## src/shared/msm_pkg.sv

```systemverilog
package msm_pkg;

   // Operating modes
   typedef enum logic [1:0]
   {
      MSM_MODE_SINGLE   = 2'b00,
      MSM_MODE_EXPANDED = 2'b01,
      MSM_MODE_BOOT     = 2'b10,
      MSM_MODE_TEST     = 2'b11
   } msm_mode_t;

   // Loader sequencer states
   typedef enum logic [1:0]
   {
      MSM_LD_IDLE = 2'b00,
      MSM_LD_SYNC = 2'b01,
      MSM_LD_LOAD = 2'b10,
      MSM_LD_DONE = 2'b11
   } msm_ld_state_t;

   // Pin pair {b,a} to mode, two bits per entry, entry 0 in the low bits
   localparam logic [7:0]  MODE_TABLE_DEF = 8'h4E;

   // Address map
   localparam logic [11:0] REG_BLOCK_END  = 12'h07F;
   localparam logic [11:0] RAM_SHARED_END = 12'h47F;
   localparam logic [11:0] RAM_SHARED_OFS = 12'h080;
   localparam logic [11:0] EE_PAGE_OFS    = 12'hD80;
   localparam logic [6:0]  BOOT_BLOCK_HI  = 7'h5F;
   localparam logic [15:0] BOOT_ENTRY     = 16'hBE40;
   localparam logic [9:0]  VEC_AREA_HI    = 10'h3FF;
   localparam logic [15:0] VEC_JT_END     = 16'h00FD;
   localparam logic [4:0]  VEC_RESET_IDX  = 5'h1F;
   localparam logic [8:0]  BOOT_VEC_OFS   = 9'h1C0;

   // Loader
   localparam logic [15:0] LOAD_ADDR      = 16'h0080;
   localparam logic [10:0] LOAD_MAX       = 11'h400;
   localparam logic [7:0]  SYNC_FAST      = 8'hFF;
   localparam logic [7:0]  SYNC_ALT_A     = 8'hF0;
   localparam logic [7:0]  SYNC_ALT_B     = 8'hFD;
   // Timeouts in tenths of a character time
   localparam logic [7:0]  TMO_STD        = 8'h28;
   localparam logic [7:0]  TMO_ALT_A      = 8'h31;
   localparam logic [7:0]  TMO_ALT_B      = 8'hAD;

endpackage

```

## src/hw/msm_boot_loader.sv

```systemverilog
`timescale 1ns/10ps
`default_nettype none
module msm_boot_loader
#(
   parameter logic [10:0] DIV_FAST  = 11'd256,
   parameter logic [10:0] DIV_SLOW  = 11'd1664,
   parameter logic [10:0] DIV_ALT_A = 11'd208,
   parameter logic [10:0] DIV_ALT_B = 11'd384,
   parameter logic [7:0]  SYNC_SLOW = 8'h00
)
(
   input  wire logic        clk,
   input  wire logic        sys_rst,
   input  wire logic        ce,
   input  wire logic        go,
   input  wire logic        rx_valid,
   input  wire logic [7:0]  rx_data,
   input  wire logic        tx_ready,
   output logic             tx_valid,
   output logic [7:0]       tx_data,
   output logic [10:0]      sci_div,
   output logic             ram_we,
   output logic [15:0]      ram_waddr,
   output logic [7:0]       ram_wdata,
   output logic             load_done,
   output logic             jump_pulse
);
   msm_pkg::msm_ld_state_t state_reg, state_next;
   logic [10:0] count_reg;
   logic [19:0] idle_reg;
   logic [7:0]  tmo_reg;
   logic [19:0] tmo_limit;
   logic        hit_fast, hit_slow, hit_a, hit_b, sync_ok;
   logic        timed_out, full;
   logic        take;

   assign hit_fast  = rx_data == msm_pkg::SYNC_FAST;
   assign hit_slow  = rx_data == SYNC_SLOW;
   assign hit_a     = rx_data == msm_pkg::SYNC_ALT_A;
   assign hit_b     = rx_data == msm_pkg::SYNC_ALT_B;
   assign sync_ok   = hit_fast | hit_slow | hit_a | hit_b;
   assign tmo_limit = 20'(tmo_reg * sci_div);
   assign timed_out = idle_reg >= tmo_limit;
   assign full      = count_reg == msm_pkg::LOAD_MAX;
   assign take      = state_reg == msm_pkg::MSM_LD_LOAD && rx_valid && !full;

   always_comb
   begin
      state_next = state_reg;
      case (state_reg)
         msm_pkg::MSM_LD_IDLE: if (go) state_next = msm_pkg::MSM_LD_SYNC;
         msm_pkg::MSM_LD_SYNC:
            if (rx_valid && sync_ok) state_next = msm_pkg::MSM_LD_LOAD;
         msm_pkg::MSM_LD_LOAD:
            if ((full || timed_out) && !tx_valid)
               state_next = msm_pkg::MSM_LD_DONE;
         msm_pkg::MSM_LD_DONE: state_next = msm_pkg::MSM_LD_DONE;
         default: state_next = msm_pkg::MSM_LD_IDLE;
      endcase
   end

   always_ff @(posedge clk)
   begin
      if (sys_rst)
      begin
         state_reg  <= msm_pkg::MSM_LD_IDLE;
         count_reg  <= '0;
         idle_reg   <= '0;
         tmo_reg    <= msm_pkg::TMO_STD;
         sci_div    <= DIV_FAST;
         tx_valid   <= 1'b0;
         tx_data    <= '0;
         ram_we     <= 1'b0;
         ram_waddr  <= msm_pkg::LOAD_ADDR;
         ram_wdata  <= '0;
         jump_pulse <= 1'b0;
      end
      else if (ce)
      begin
         state_reg  <= state_next;
         ram_we     <= take;
         jump_pulse <= state_reg == msm_pkg::MSM_LD_LOAD
                       && state_next == msm_pkg::MSM_LD_DONE;
         // rate and timeout from sync value
         if (state_reg == msm_pkg::MSM_LD_SYNC && rx_valid && sync_ok)
         begin
            sci_div <= hit_a ? DIV_ALT_A : hit_b ? DIV_ALT_B :
                       hit_fast ? DIV_FAST : DIV_SLOW;
            tmo_reg <= hit_a ? msm_pkg::TMO_ALT_A :
                       hit_b ? msm_pkg::TMO_ALT_B : msm_pkg::TMO_STD;
         end
         if (take || state_reg != msm_pkg::MSM_LD_LOAD)
            idle_reg <= '0;
         else if (!timed_out)
            idle_reg <= idle_reg + 20'd1;
         if (take)
         begin
            ram_wdata <= rx_data;
            ram_waddr <= 16'(msm_pkg::LOAD_ADDR + count_reg);
            count_reg <= count_reg + 11'd1;
            tx_data   <= rx_data;
            tx_valid  <= 1'b1;
         end
         else if (tx_ready)
            tx_valid <= 1'b0;
      end
   end

   assign load_done = state_reg == msm_pkg::MSM_LD_DONE;
endmodule
`default_nettype wire

```

## src/hw/msm_mode_map.sv

```systemverilog
`timescale 1ns/10ps
`default_nettype none
// Notes on behaviour
// - Mode pins sampled during reset fix mode
// - Single chip: ports stay general-purpose I/O
// - Expanded: address on B/F, data C, R/W
// - Bootstrap enables boot ROM, reset vector there
// - Up to 1024 bytes stored from 0080, echoed
// - Load ends on idle (four characters for sync FF or 00) or 1024
// - After loading, execution jumps to 0080
// - Loader makes port D open-drain; pull-up outside
// - Bootstrap non-reset vectors resolve into RAM jump table
// - Sync value selects baud rate and timeout
// - Register block at 0000, movable per 4k
// - RAM at 0080 default, movable per 4k
// - Shared page: RAM x080, hidden bytes x400-x47F
// - RAM and register pages from separate nibbles
// - Enabled EEPROM at 0D80, movable to xD80
// - Program ROM present only while enable set
// - Test mode clears the ROM enable
// - Single chip forces ROM to 8000-FFFF
// - Expanded placement zero maps ROM 0000-7FFF
// - Boot ROM decodes 512 bytes, supplies vectors
// - On-chip decode same in expanded, single chip, except ROM placement
// - Boot ROM disabled outside bootstrap mode
// - Expanded/test: port C is data at reset
module msm_mode_map
#(
   parameter logic [7:0]  MODE_TABLE = msm_pkg::MODE_TABLE_DEF,
   parameter logic [10:0] DIV_FAST   = 11'd256,
   parameter logic [10:0] DIV_SLOW   = 11'd1664,
   parameter logic [10:0] DIV_ALT_A  = 11'd208,
   parameter logic [10:0] DIV_ALT_B  = 11'd384,
   parameter logic [7:0]  SYNC_SLOW  = 8'h00
)
(
   input  wire logic        clk,
   input  wire logic        sys_rst,
   input  wire logic        ce,
   input  wire logic        mode_pin_b,
   input  wire logic        mode_pin_a,
   input  wire logic        cfg_rom_enable,
   input  wire logic        cfg_rom_placement,
   input  wire logic        cfg_eeprom_enable,
   input  wire logic [7:0]  init_map,
   input  wire logic [3:0]  eeprom_remap,
   input  wire logic        cpu_valid,
   input  wire logic        cpu_rw,
   input  wire logic [15:0] cpu_addr,
   input  wire logic [7:0]  cpu_wdata,
   output logic [1:0]       op_mode,
   output logic             sel_regs,
   output logic             sel_ram,
   output logic             sel_eeprom,
   output logic             sel_rom,
   output logic             sel_boot,
   output logic             sel_ext,
   output logic [14:0]      local_index,
   output logic             vec_hit,
   output logic [7:0]       vec_data,
   output logic [7:0]       ext_rdata,
   input  wire logic [7:0]  gpb_out,
   input  wire logic [7:0]  gpb_oe,
   input  wire logic [7:0]  gpc_out,
   input  wire logic [7:0]  gpc_oe,
   input  wire logic [7:0]  gpf_out,
   input  wire logic [7:0]  gpf_oe,
   input  wire logic        gprw_out,
   input  wire logic        gprw_oe,
   output logic [7:0]       pb_o,
   output logic [7:0]       pb_oe,
   output logic [7:0]       pf_o,
   output logic [7:0]       pf_oe,
   output logic [7:0]       pc_o,
   output logic [7:0]       pc_oe,
   input  wire logic [7:0]  pc_i,
   output logic             rw_o,
   output logic             rw_oe,
   output logic             pd_wired_or,
   input  wire logic        rx_valid,
   input  wire logic [7:0]  rx_data,
   input  wire logic        tx_ready,
   output logic             tx_valid,
   output logic [7:0]       tx_data,
   output logic [10:0]      sci_div,
   output logic             ram_we,
   output logic [15:0]      ram_waddr,
   output logic [7:0]       ram_wdata,
   output logic             load_done,
   output logic             jump_pulse,
   output logic [15:0]      jump_addr
);
   msm_pkg::msm_mode_t mode_reg;
   logic [1:0]  pin_meta_reg, pin_sync_reg;
   logic [7:0]  pc_meta_reg, pc_sync_reg;
   logic [1:0]  pin_mode;
   logic        is_boot, is_test, is_single, bus_mode;
   logic [3:0]  reg_page, ram_page;
   logic [11:0] ofs;
   logic        same_page;
   logic        reg_hit, ram_hit, ee_hit, rom_hit, boot_hit, vec_area;
   logic        rom_on, rom_high;
   logic [9:0]  ram_idx, ee_idx;
   logic [8:0]  boot_idx;
   logic [15:0] ram_start, vec_target;
   logic [4:0]  vec_idx;
   logic        ext_cycle, onchip;

   // Pins pass two flops; only the second stage is read
   always_ff @(posedge clk)
   begin
      if (ce)
      begin
         pin_meta_reg <= {mode_pin_b, mode_pin_a};
         pin_sync_reg <= pin_meta_reg;
         pc_meta_reg  <= pc_i;
         pc_sync_reg  <= pc_meta_reg;
      end
   end

   // table lookup of the pin pair
   assign pin_mode = MODE_TABLE[{pin_sync_reg, 1'b0} +: 2];

   // mode follows the pins while reset is held, then stays
   always_ff @(posedge clk)
   begin
      if (sys_rst)
         mode_reg <= msm_pkg::msm_mode_t'(pin_mode);
   end

   assign op_mode   = mode_reg;
   assign is_boot   = mode_reg == msm_pkg::MSM_MODE_BOOT;
   assign is_test   = mode_reg == msm_pkg::MSM_MODE_TEST;
   assign is_single = mode_reg == msm_pkg::MSM_MODE_SINGLE;
   // expanded and test drive the bus straight from reset
   assign bus_mode  = mode_reg == msm_pkg::MSM_MODE_EXPANDED || is_test;

   // separate nibbles for RAM and registers
   assign ram_page  = init_map[7:4];
   assign reg_page  = init_map[3:0];
   assign ofs       = cpu_addr[11:0];
   assign same_page = ram_page == reg_page;

   // register block on its 4k page
   assign reg_hit = cpu_addr[15:12] == reg_page && ofs <= msm_pkg::REG_BLOCK_END;

   // shared page shifts RAM and mirrors the hidden bytes
   assign ram_hit = cpu_addr[15:12] == ram_page
                    && (same_page ? ofs <= msm_pkg::RAM_SHARED_END
                                  : ofs[11:10] == 2'b00);
   assign ram_idx = cpu_addr[9:0];
   assign ram_start = {ram_page,
                       same_page ? msm_pkg::RAM_SHARED_OFS : 12'h000};

   // EEPROM at xD80 of the remap page when enabled
   assign ee_hit = cfg_eeprom_enable && cpu_addr[15:12] == eeprom_remap
                   && ofs >= msm_pkg::EE_PAGE_OFS;
   assign ee_idx = 10'(ofs - msm_pkg::EE_PAGE_OFS);

   // ROM only while enabled, never in test mode
   assign rom_on   = cfg_rom_enable && !is_test;
   // single chip forces the high placement
   assign rom_high = is_single | cfg_rom_placement;
   assign rom_hit  = rom_on && (cpu_addr[15] == rom_high);

   // 512-byte boot block, vector area redirected into it
   assign vec_area = cpu_addr[15:6] == msm_pkg::VEC_AREA_HI;
   // boot ROM decodes only in bootstrap mode
   assign boot_hit = is_boot
                     && (cpu_addr[15:9] == msm_pkg::BOOT_BLOCK_HI || vec_area);
   assign boot_idx = vec_area ? (msm_pkg::BOOT_VEC_OFS | {3'b000, ofs[5:0]})
                              : cpu_addr[8:0];

   // non-reset vectors point into a RAM jump table
   assign vec_idx    = cpu_addr[5:1];
   assign vec_target = (vec_idx == msm_pkg::VEC_RESET_IDX)
                       ? msm_pkg::BOOT_ENTRY
                       : 16'(ram_start + msm_pkg::VEC_JT_END
                             - 16'(3 * (msm_pkg::VEC_RESET_IDX - vec_idx)));
   // reset vector comes from the boot ROM
   assign vec_hit  = cpu_valid && is_boot && vec_area;
   assign vec_data = cpu_addr[0] ? vec_target[7:0] : vec_target[15:8];

   // fixed priority, same in every mode; in expanded and test the rest goes out
   assign onchip     = reg_hit | ram_hit | boot_hit | ee_hit | rom_hit;
   assign sel_regs   = cpu_valid && reg_hit;
   assign sel_ram    = cpu_valid && !reg_hit && ram_hit;
   assign sel_boot   = cpu_valid && !reg_hit && !ram_hit && boot_hit;
   assign sel_eeprom = cpu_valid && !reg_hit && !ram_hit && !boot_hit
                       && ee_hit;
   assign sel_rom    = cpu_valid && !reg_hit && !ram_hit && !boot_hit
                       && !ee_hit && rom_hit;
   assign ext_cycle  = cpu_valid && bus_mode && !onchip;
   assign sel_ext    = ext_cycle;

   assign local_index = sel_regs   ? {8'h00, cpu_addr[6:0]} :
                        sel_ram    ? {5'h00, ram_idx} :
                        sel_boot   ? {6'h00, boot_idx} :
                        sel_eeprom ? {5'h00, ee_idx} :
                        cpu_addr[14:0];

   assign ext_rdata = pc_sync_reg;

   // pin drivers; registered so pins see no decode glitches
   always_ff @(posedge clk)
   begin
      if (sys_rst)
      begin
         pb_o  <= '0;
         pb_oe <= '0;
         pf_o  <= '0;
         pf_oe <= '0;
         pc_o  <= '0;
         pc_oe <= '0;
         rw_o  <= 1'b1;
         rw_oe <= 1'b0;
      end
      else if (ce)
      begin
         if (bus_mode)
         begin
            // high byte on B, low on F, data on C
            pb_o  <= cpu_addr[15:8];
            pb_oe <= 8'hFF;
            pf_o  <= cpu_addr[7:0];
            pf_oe <= 8'hFF;
            pc_o  <= cpu_wdata;
            pc_oe <= {8{ext_cycle && !cpu_rw}};
            rw_o  <= !(ext_cycle && !cpu_rw);
            rw_oe <= 1'b1;
         end
         else
         begin
            pb_o  <= gpb_out;
            pb_oe <= gpb_oe;
            pf_o  <= gpf_out;
            pf_oe <= gpf_oe;
            pc_o  <= gpc_out;
            pc_oe <= gpc_oe;
            rw_o  <= gprw_out;
            rw_oe <= gprw_oe;
         end
      end
   end

   // open-drain port D while the loader owns it
   assign pd_wired_or = is_boot;

   // entry point once the download ends
   assign jump_addr = msm_pkg::LOAD_ADDR;

   msm_boot_loader
   #(
      .DIV_FAST  (DIV_FAST),
      .DIV_SLOW  (DIV_SLOW),
      .DIV_ALT_A (DIV_ALT_A),
      .DIV_ALT_B (DIV_ALT_B),
      .SYNC_SLOW (SYNC_SLOW)
   )
   u_loader
   (
      .clk        (clk),
      .sys_rst    (sys_rst),
      .ce         (ce),
      .go         (is_boot),
      .rx_valid   (rx_valid),
      .rx_data    (rx_data),
      .tx_ready   (tx_ready),
      .tx_valid   (tx_valid),
      .tx_data    (tx_data),
      .sci_div    (sci_div),
      .ram_we     (ram_we),
      .ram_waddr  (ram_waddr),
      .ram_wdata  (ram_wdata),
      .load_done  (load_done),
      .jump_pulse (jump_pulse)
   );
endmodule
`default_nettype wire

```

## config.mk

```make
export PLATFORM = sky130hd
export DESIGN_NAME = msm_mode_map
export DESIGN_NICKNAME = d
export VERILOG_FILES = /design/src/shared/msm_pkg.sv /design/src/hw/msm_boot_loader.sv /design/src/hw/msm_mode_map.sv
export SDC_FILE = /design/constraint.sdc
export NUM_CORES = 1
export LEC_CHECK = 0
export BUFFER_PORTS_ARGS = -buffer_cell sky130_fd_sc_hd__buf_2
export CAP_MARGIN = 25
export CORE_MARGIN = 2
export CORE_UTILIZATION = 47
export CTS_CLUSTER_DIAMETER = 150
export CTS_CLUSTER_SIZE = 16
export DETAILED_ROUTE_END_ITERATION = 10
export GPL_TIMING_DRIVEN = 0
export PLACE_DENSITY_LB_ADDON = 0.15
export SLEW_MARGIN = 10
export SYNTH_ARGS = -nofsm -noshare
export SYNTH_HDL_FRONTEND = slang
export SYNTH_SLANG_ARGS = --single-unit
```

## constraint.sdc

```tcl
create_clock -name clk -period 5.8 [get_ports clk]
set_clock_uncertainty 0.15 [all_clocks]
set_input_delay 0.87 -clock clk [delete_from_list [all_inputs] [get_ports clk]]
set_output_delay 0.87 -clock clk [all_outputs]
set_load 0.1 [all_outputs]
```

### Yosys cells after proc, flatten, opt, wreduce, memory -nomap -nowiden

Index checks and enable logic that the tools add are counted.
Widths: inputs -> output; s select.

* register bits: 151
* input port bits: 114
* output and inout port bits: 154
* logic and storage cells: 147

* $add $sub $neg: 7
* multipliers: 2
* order comparisons: 4
* eq/ne operators: 21
* shift-type cells: 1
* muxes and demuxes: 30
* bitwise logic cells: 8
* reductions and logical operators: 51

Operator list (number)
* $mux 8: 10
* $mux 15: 4
* $mux 20: 2
* $mux 11: 3
* $logic_and 1x1->1: 28
* $eq 8x8->1 const B: 3
* $add 20x1->20 const B: 1
* $ge 20x19->1: 1
* $mul 8x11->19: 1
* $add 16x8->16 const B: 1
* $eq 4x4->1: 4
* $mux 16: 1
* $sub 16x16->16: 1
* $add 8x11->12 const A: 1
* $ge 12x12->1 const B: 1
* $le 12x11->1 const B: 1
* $le 12x7->1 const B: 1
* $add 11x1->11 const B: 1
* $eq 11x11->1 const B: 1
* $eq 10x10->1 const B: 1
* $eq 2x2->1 const B: 5
* $logic_not 1->1: 10
* $sub 10x9->10 const B: 1
* $mul 3x6->9 const A: 1
* other kinds (17): 40

### Logic depth before layout (Yosys ltp)

Gate-level depths: netlist of the first run.

* word-level depth: 12
* mapped depth: 22
* depth with buffers taken out: 21

### Hierarchy

A second synthesis of the first run with hierarchy kept.

* cells, all modules: 972
* area total of the unflattened synthesis: 8557.0 um^2

By module, submodules not included
* msm_boot_loader: instances 1, cells each 523, area each 4415.5 um^2, seq. area each 1261.2 um^2
* msm_mode_map: instances 1, cells each 449, area each 4141.5 um^2, seq. area each 1661.6 um^2

### Worst setup path before layout of the first run

Ideal clock, no wire load.

* path kind: register to register
* start: reg u_loader.sci_div[9]
* end: reg u_loader.idle_reg[7]
* library setup time: 0.070 ns
* arrival time: 6.006 ns
* required time: 5.580 ns
* path slack: -0.426 ns
* stages on the path, launching flop included: 19
* path buffers: 0
* clock period less this slack: 6.226 ns
* cells stage by stage: dfxtp_1 > and2_1 > fa_1 > fa_1 > fa_1 > ha_1 > ha_1 > o21a_1 > a2111oi_0 > o31ai_1 > a21oi_1 > xnor2_1 > ha_1 > nand4b_1 > o21ai_0 > nor4_2 > a2bb2oi_4 > or3_1 > a21oi_1

* longest elaborated chain between the ends: 4

RTL lines
* start: declaration: line msm_boot_loader.sv:21 `output logic [10:0] sci_div,`
* start signal: assignment: line msm_boot_loader.sv:87 `sci_div <= hit_a ? DIV_ALT_A : hit_b ? DIV_ALT_B :`
* $mul 8x11->19: line msm_boot_loader.sv:42 `assign tmo_limit = 20'(tmo_reg * sci_div);`
* $ge 20x19->1: line msm_boot_loader.sv:43 `assign timed_out = idle_reg >= tmo_limit;`
* $ne 2x2->1 (no line)
* $reduce_and 2->1 (no line)
* end signal: assignment: line msm_boot_loader.sv:95 `idle_reg <= idle_reg + 20'd1;`
* end: declaration: line msm_boot_loader.sv:30 `logic [19:0] idle_reg;`

Every way passes these cells.
A chain may end at the register's enable or synchronous reset.

### Worst setup path after layout of the first run

* start: reg u_loader.sci_div[9]
* end: reg u_loader.state_reg[0]

* longest elaborated chain between the ends: 6

RTL lines
* $mul 8x11->19: line msm_boot_loader.sv:42
* $ge 20x19->1: line msm_boot_loader.sv:43
* $logic_or 1x1->1: line msm_boot_loader.sv:55 `if ((full || timed_out) && !tx_valid)`
* $logic_and 1x1->1: line msm_boot_loader.sv:55
* $mux 2: line msm_boot_loader.sv:55
* $pmux 2 s4: line msm_boot_loader.sv:50 `case (state_reg)`
* end signal: assignment: line msm_boot_loader.sv:66 `state_reg <= msm_pkg::MSM_LD_IDLE;`
* end signal: assignment: line msm_boot_loader.sv:80 `state_reg <= state_next;`
* end: declaration: line msm_boot_loader.sv:28 `msm_pkg::msm_ld_state_t state_reg, state_next;`

Every way passes these cells.

==> results of run 1 <==
-- power breakdown --
| group | switching [mW] | internal (mW) | leakage, nW |
|---|---|---|---|
| combinational | 0.643 | 0.176 | 3.62 |
| clock | 0.471 | 0.622 | 0.294 |
| sequential | 0.0189 | 0.991 | 1.14 |
| total | 1.13 | 1.79 | 5.06 |
-- worst min path at each step --
stage | end | slack, ns | depth (start not counted)
global placement | ext_rdata[2] | 0.25 | 0
detailed placement | pin_sync_reg[1] | 0.26 | 0
global route | pin_sync_reg[0] | 0.28 | 0
finish | ext_rdata[6] | 0.27 | 0
CTS | op_mode[0] | 0.27 | 0
floorplan | ext_rdata[0] | 0.25 | 0
-- per-layer routing --
metal,wire length [um],up-vias,GRT usage (%)
li1,-,3848,-
met1,10070,3639,30.43
met2,11880,209,42.31
met3,1277,27,5.767
met4,260,2,6.592
met5,15,-,0
-- critical path: stages (launching register included) --
cell and delay, ns:
dfxtp_4 0.38, and2_4 0.20, fa_1 0.56, fa_1 0.43
fa_1 0.55, ha_4 0.22, ha_4 0.24, o21a_1 0.23
a2111oi_4 0.38, o31ai_1 0.12, a21oi_1 0.17, xnor2_1 0.10
ha_1 0.30, nand4b_1 0.09, buf_4 0.18, nor3_2 0.22
a22oi_2 0.13, buf_4 0.17, buf_6 0.14, nand4_1 0.10
o211ai_1 0.16, a221oi_2 0.27
-- Yosys cell counts, types with 4 or more instances --
cell      instances  area, um^2
dfxtp_1         113        2262
nor2_1           98       367.9
ha_1             77       963.4
nand2_1          77       289.0
inv_1            56       210.2
a21oi_1          46       230.2
buf_4            46       345.3
a211oi_1         37       277.8
xnor2_1          33       289.0
mux2i_1          27       270.3
clkbuf_1         25       93.84
nand3_1          23       115.1
edfxtp_1         22       660.6
o21ai_0          22       110.1
xor2_1           22       192.7
o22ai_1          20       125.1
and2_1           19       118.9
nand2b_1         18       112.6
nand4_1          18       112.6
fa_1             14       280.3
nor3_1           11       55.05
or3_1             9       56.30
buf_2             7       35.03
nor4_1            7       43.79
a21o_1            6       45.04
and3_1            6       37.54
nor2b_1           6       37.54
buf_1             5       18.77
o21bai_1          5       37.54
a211o_1           4       35.03
buf_6             4       45.04
-- kinds of logic (layout without fill, tap and decap cells) --
logic type	after synthesis	count (layout)	synth area share (%)
compound gates	178	178	14.66
xor+xnor	55	55	5.634
fa+ha+maj	91	91	14.54
buf+inv	144	419	8.794
flops	135	135	34.18
mux	28	28	3.292
other cells	2	26	0.08783
simple gates	317	317	18.80
-- metrics by stage --
stage	setup WS (ns)	instances	power, mW	utilization, %	hold WS [ns]
final	0.2318	1478	2.921	60.85	0.2743
after global routing	-0.03550	1477	3.026	60.83	0.2770
after CTS	0.03299	1475	2.935	60.20	0.2715
after detailed placement	-0.3738	1440	1.848	56.56	0.2556
after global placement	-0.3442	1440	1.844	56.56	0.2506
after floorplan	0.1079	973	1.685	-	0.2503
-- repair_timing --
item,4_1_cts,5_1_grt
setup endpoints to repair,22,22
resized for setup,12,16
hold endpoints to repair,0,0
setup buffers,3,2
gates cloned,0,0
pin swaps,4,7
-- final cells by class --
cell class,instances,share of cell area (%)
clock buffers,18,4.032
well taps,229,2.630
inverters,57,1.964
repair buffers,243,11.28
multi-input cells,694,46.74
clock inverters,14,1.378
diodes,1,0.02297
flip-flops and latches,135,26.94
plain buffers,87,5.020
==> impl_metrics.json, run 1 <==
{
  "grt_pass1_vias": 7399,
  "start_kind": "register",
  "drt_iter0_markers": 384,
  "mostFrequentLayoutCells": "buf_2 (243), dfxtp_1 (108), nor2_1 (98)",
  "synth_edf_count": 22,
  "ys_seq_area_share_pct": 34.18,
  "clock-sinks": 135,
  "crit_arrival_ns": 5.75,
  "fmax_mhz": 179.6,
  "cp-endpoint": "u_loader.state_reg[0]",
  "grt_usage_pct": 24.37,
  "wire_per_inst_um": 15.90,
  "slew_headroom_pct": 45.88,
  "grt_first_pass_wirelength_um": 38130,
  "timing.rr.end": "u_loader.state_reg[0]",
  "largest_register_ff_count": 20,
  "syn_to_final_growth_pct": 27.39,
  "synthFlopType": "dfxtp_1",
  "hold_path.class": "reg -> reg",
  "cts.path.max_buffers": 2,
  "antenna_found_initial": 2,
  "syn_area_mm2": 0.008551,
  "synth-seq-cells": 135,
  "postSynth.asyncResetShare_pct": 0,
  "fin_area_mm2": 0.01089,
  "r2r_cells": 21,
  "drt_wl_total_um": 23500,
  "seq_area_mm2": 0.002934,
  "irDropWorstVdd_mv": 0.2219,
  "clkSlewWorstSetupHoldPaths_ns": 0.07,
  "fillers": 1623,
  "leakage_nw": 5.055,
  "crit_start": "u_loader.sci_div[9]",
  "vias": 7725,
  "finalCriticalPeriod_ns": 5.568,
  "worstHoldStart": "pc_meta_reg[6]",
  "dp_hpwl_um": 18330,
  "die_y_um": 138.9,
  "gp_congestion": 0.8979,
  "drv_cap": 0,
  "r2r_slack_ns": 0.23,
  "cts_hold_buf": 0,
  "cp_max_fo": 10,
  "drc": 0,
  "cts_tree": "yes",
  "hold_viol_final": 0,
  "slew_viol_final": 0,
  "clk_latency_ns": 0.43,
  "critical_path_required_ns": 5.98,
  "status": "finished, final reports clean",
  "portBuffers": 238,
  "detail-route-antenna-nets": 0,
  "postSynthAreaPerCell_um2": 9.001,
  "cts_max_level": 4,
  "cts-root-buf": "clkbuf_16",
  "syn_inst": 950,
  "io_pins": 268,
  "setup_viol": 0,
  "overflow": 0,
  "grt_max_degree": 22,
  "core-area_mm2": 0.01790,
  "die-area_mm2": 0.01929,
  "yosys_warnings": 0,
  "die_w_um": 138.9,
  "r2r_start": "u_loader.sci_div[9]",
  "numCtsBuffers": 17,
  "place_area_mm2": 0.01013,
  "cp-end-kind": "register",
  "multi_input_area_mm2": 0.005091,
  "ys_types": 76,
  "drt-vias-per-instance": 5.227,
  "initial_core_util_pct": 47.76,
  "layout-drive-gt1-share_pct": 30.45,
  "firstDrtPassIters": 5,
  "finalSetupTns_ns": 0,
  "critPathKind": "reg -> reg",
  "fin_crit_sh_pct": 96.00,
  "worst_pin_slew_ns": 0.8118,
  "final_common_cell": "buf_2",
  "final_nets": 1440,
  "rows": 49,
  "powerDensity_mw_per_mm2": 268.2
}
(Power assumes the default switching activity.)
==> run 2: changes to the inputs <==
- CELL_PAD_IN_SITES_DETAIL_PLACEMENT: not set -> 1
- CELL_PAD_IN_SITES_GLOBAL_PLACEMENT: not set -> 1
- CORE_UTILIZATION: 47 -> 35
- SKIP_LAST_GASP: not set -> 1
==> impl_metrics.json, run 2 (same netlist as run 1, synthesis figures left out) <==
{
  "status": "finished, final reports clean",
  "clock-sinks": 135,
  "cts-root-buf": "clkbuf_16",
  "finalCriticalPeriod_ns": 5.458,
  "setup_ws_ns": 0.3416,
  "rows": 57,
  "layout-drive-gt1-share_pct": 30.47,
  "numCtsBuffers": 17,
  "portBuffers": 238,
  "clkSlewWorstSetupHoldPaths_ns": 0.07,
  "drt_iter0_markers": 296,
  "hold_path.class": "reg -> reg",
  "setup_viol": 0,
  "fmax_mhz": 183.2,
  "largest_register_ff_count": 20,
  "total_power_mw": 2.948,
  "grt_max_degree": 22,
  "critical_path_required_ns": 5.98,
  "worstPathCellList": "and2_4, fa_1, fa_1, fa_1, ha_1, ha_1, o21a_1, a2111oi_4, o31ai_1, a21oi_1, xnor2_1, ha_1, nand4b_1, buf_6, nor3_4, a22oi_2, buf_4, buf_4, nand4_1, o211ai_1, o32ai_1",
  "grt_usage_pct": 21.22,
  "crit_path_top_delay_cell": "fa_1",
  "critPathKind": "reg -> reg",
  "powerDensity_mw_per_mm2": 267.3,
  "crit_arrival_ns": 5.64,
  "cp-end-kind": "register",
  "initial_core_util_pct": 35.37,
  "dp_slack_ns": -0.4677,
  "drv_cap": 0,
  "syn_to_final_growth_pct": 29.02,
  "leakage_nw": 5.037,
  "fin_area_mm2": 0.01103,
  "critPathTopFamily": "adder cells",
  "wire_per_inst_um": 17.23,
  "gp_congestion": 0.8304,
  "slowest_delay_ns": 0.51,
  "path_buf_inv": 3,
  "irDropWorstVdd_mv": 0.1744,
  "firstDrtPassIters": 6,
  "final_nets": 1439,
  "die_w_um": 160.3,
  "clk_latency_ns": 0.43,
  "hold-worst-slack_ns": 0.2715,
  "grt_first_pass_wirelength_um": 43410,
  "finalSetupTns_ns": 0,
  "dp_hpwl_um": 21510,
  "die_y_um": 160.3,
  "fin_crit_sh_pct": 94.11,
  "cts.path.max_buffers": 2,
  "drt_wl_total_um": 27120,
  "grt_pass1_vias": 8287,
  "final_common_cell": "buf_2",
  "core-area_mm2": 0.02418,
  "cts_tree": "yes",
  "stdcell_count": 1574,
  "drt-vias-per-instance": 4.970,
  "detail-route-antenna-nets": 0,
  "start_kind": "register",
  "worst_pin_slew_ns": 0.8044,
  "hold_viol_final": 0,
  "antenna_found_initial": 4,
  "overflow": 0,
  "slew_headroom_pct": 46.38,
  "grt_setup_unrepaired": "no",
  "fin_util_pct": 45.63,
  "slew_viol_final": 0,
  "mostFrequentLayoutCells": "buf_2 (243), dfxtp_1 (107), nor2_1 (98)",
  "die-area_mm2": 0.02570,
  "place_area_mm2": 0.01024,
  "cp_max_fo": 10,
  "dpl.cell_count": 1535,
  "io_pins": 268,
  "cts_max_level": 4,
  "drc": 0,
  "vias": 7822
}
-- run 2: cell types whose count changed in the layout (fill, tap and decap cells not counted), moves of 2 or more --
cell	delta
dfxtp_4	+3
inv_6	-3
clkinv_8	+2
dfxtp_2	-2
diode_2	+2
inv_8	+2
-- run 2: final timing paths --
kind	start	endpoint	slack, ns	cells past startpoint
min	pin_sync_reg[0]	op_mode[0]	0.27	0
max	u_loader.sci_div[9]	u_loader.jump_pulse	0.34	21
max reg2reg	u_loader.sci_div[9]	u_loader.jump_pulse	0.34	21
min reg2reg	pin_sync_reg[0]	op_mode[0]	0.27	0
-- run 2: per-layer routing --
layer  global-route usage, %  vias to the layer above  share of wire [%]
met1                   24.54                     3759                 42
met4                   8.067                        2                2.5
li1                        -                     3839                  -
met3                   4.649                       49                5.0
met5                       0                        -              0.041
met2                   38.29                      173                 51
-- run 2: where the power goes --
part / switching [mW] / internal, mW
clock: 0.494 / 0.618
combinational: 0.652 / 0.176
sequential: 0.0192 / 0.989
total: 1.17 / 1.78
-- run 2: layout make-up --
class / instances / area [um^2]
Inverter: 57 / 214.0
Timing Repair Buffer: 242 / 1225
Antenna cell: 3 / 7.507
Clock buffer: 17 / 425.4
Multi-Input combinational cell: 694 / 5091
Clock inverter: 15 / 177.7
Tap cell: 324 / 405.4
Buffer: 87 / 543.0
Fill cell: 2949 / 13150
Sequential cell: 135 / 2943
-- run 2: repair_timing --
action | 4_1_cts | 5_1_grt
gates resized for setup | 14 | 18
endpoints found under the setup margin | 22 | 22
pin swaps | 5 | 8
cloned | 0 | 0
hold buffers | 0 | 0
setup buffers | 2 | 2
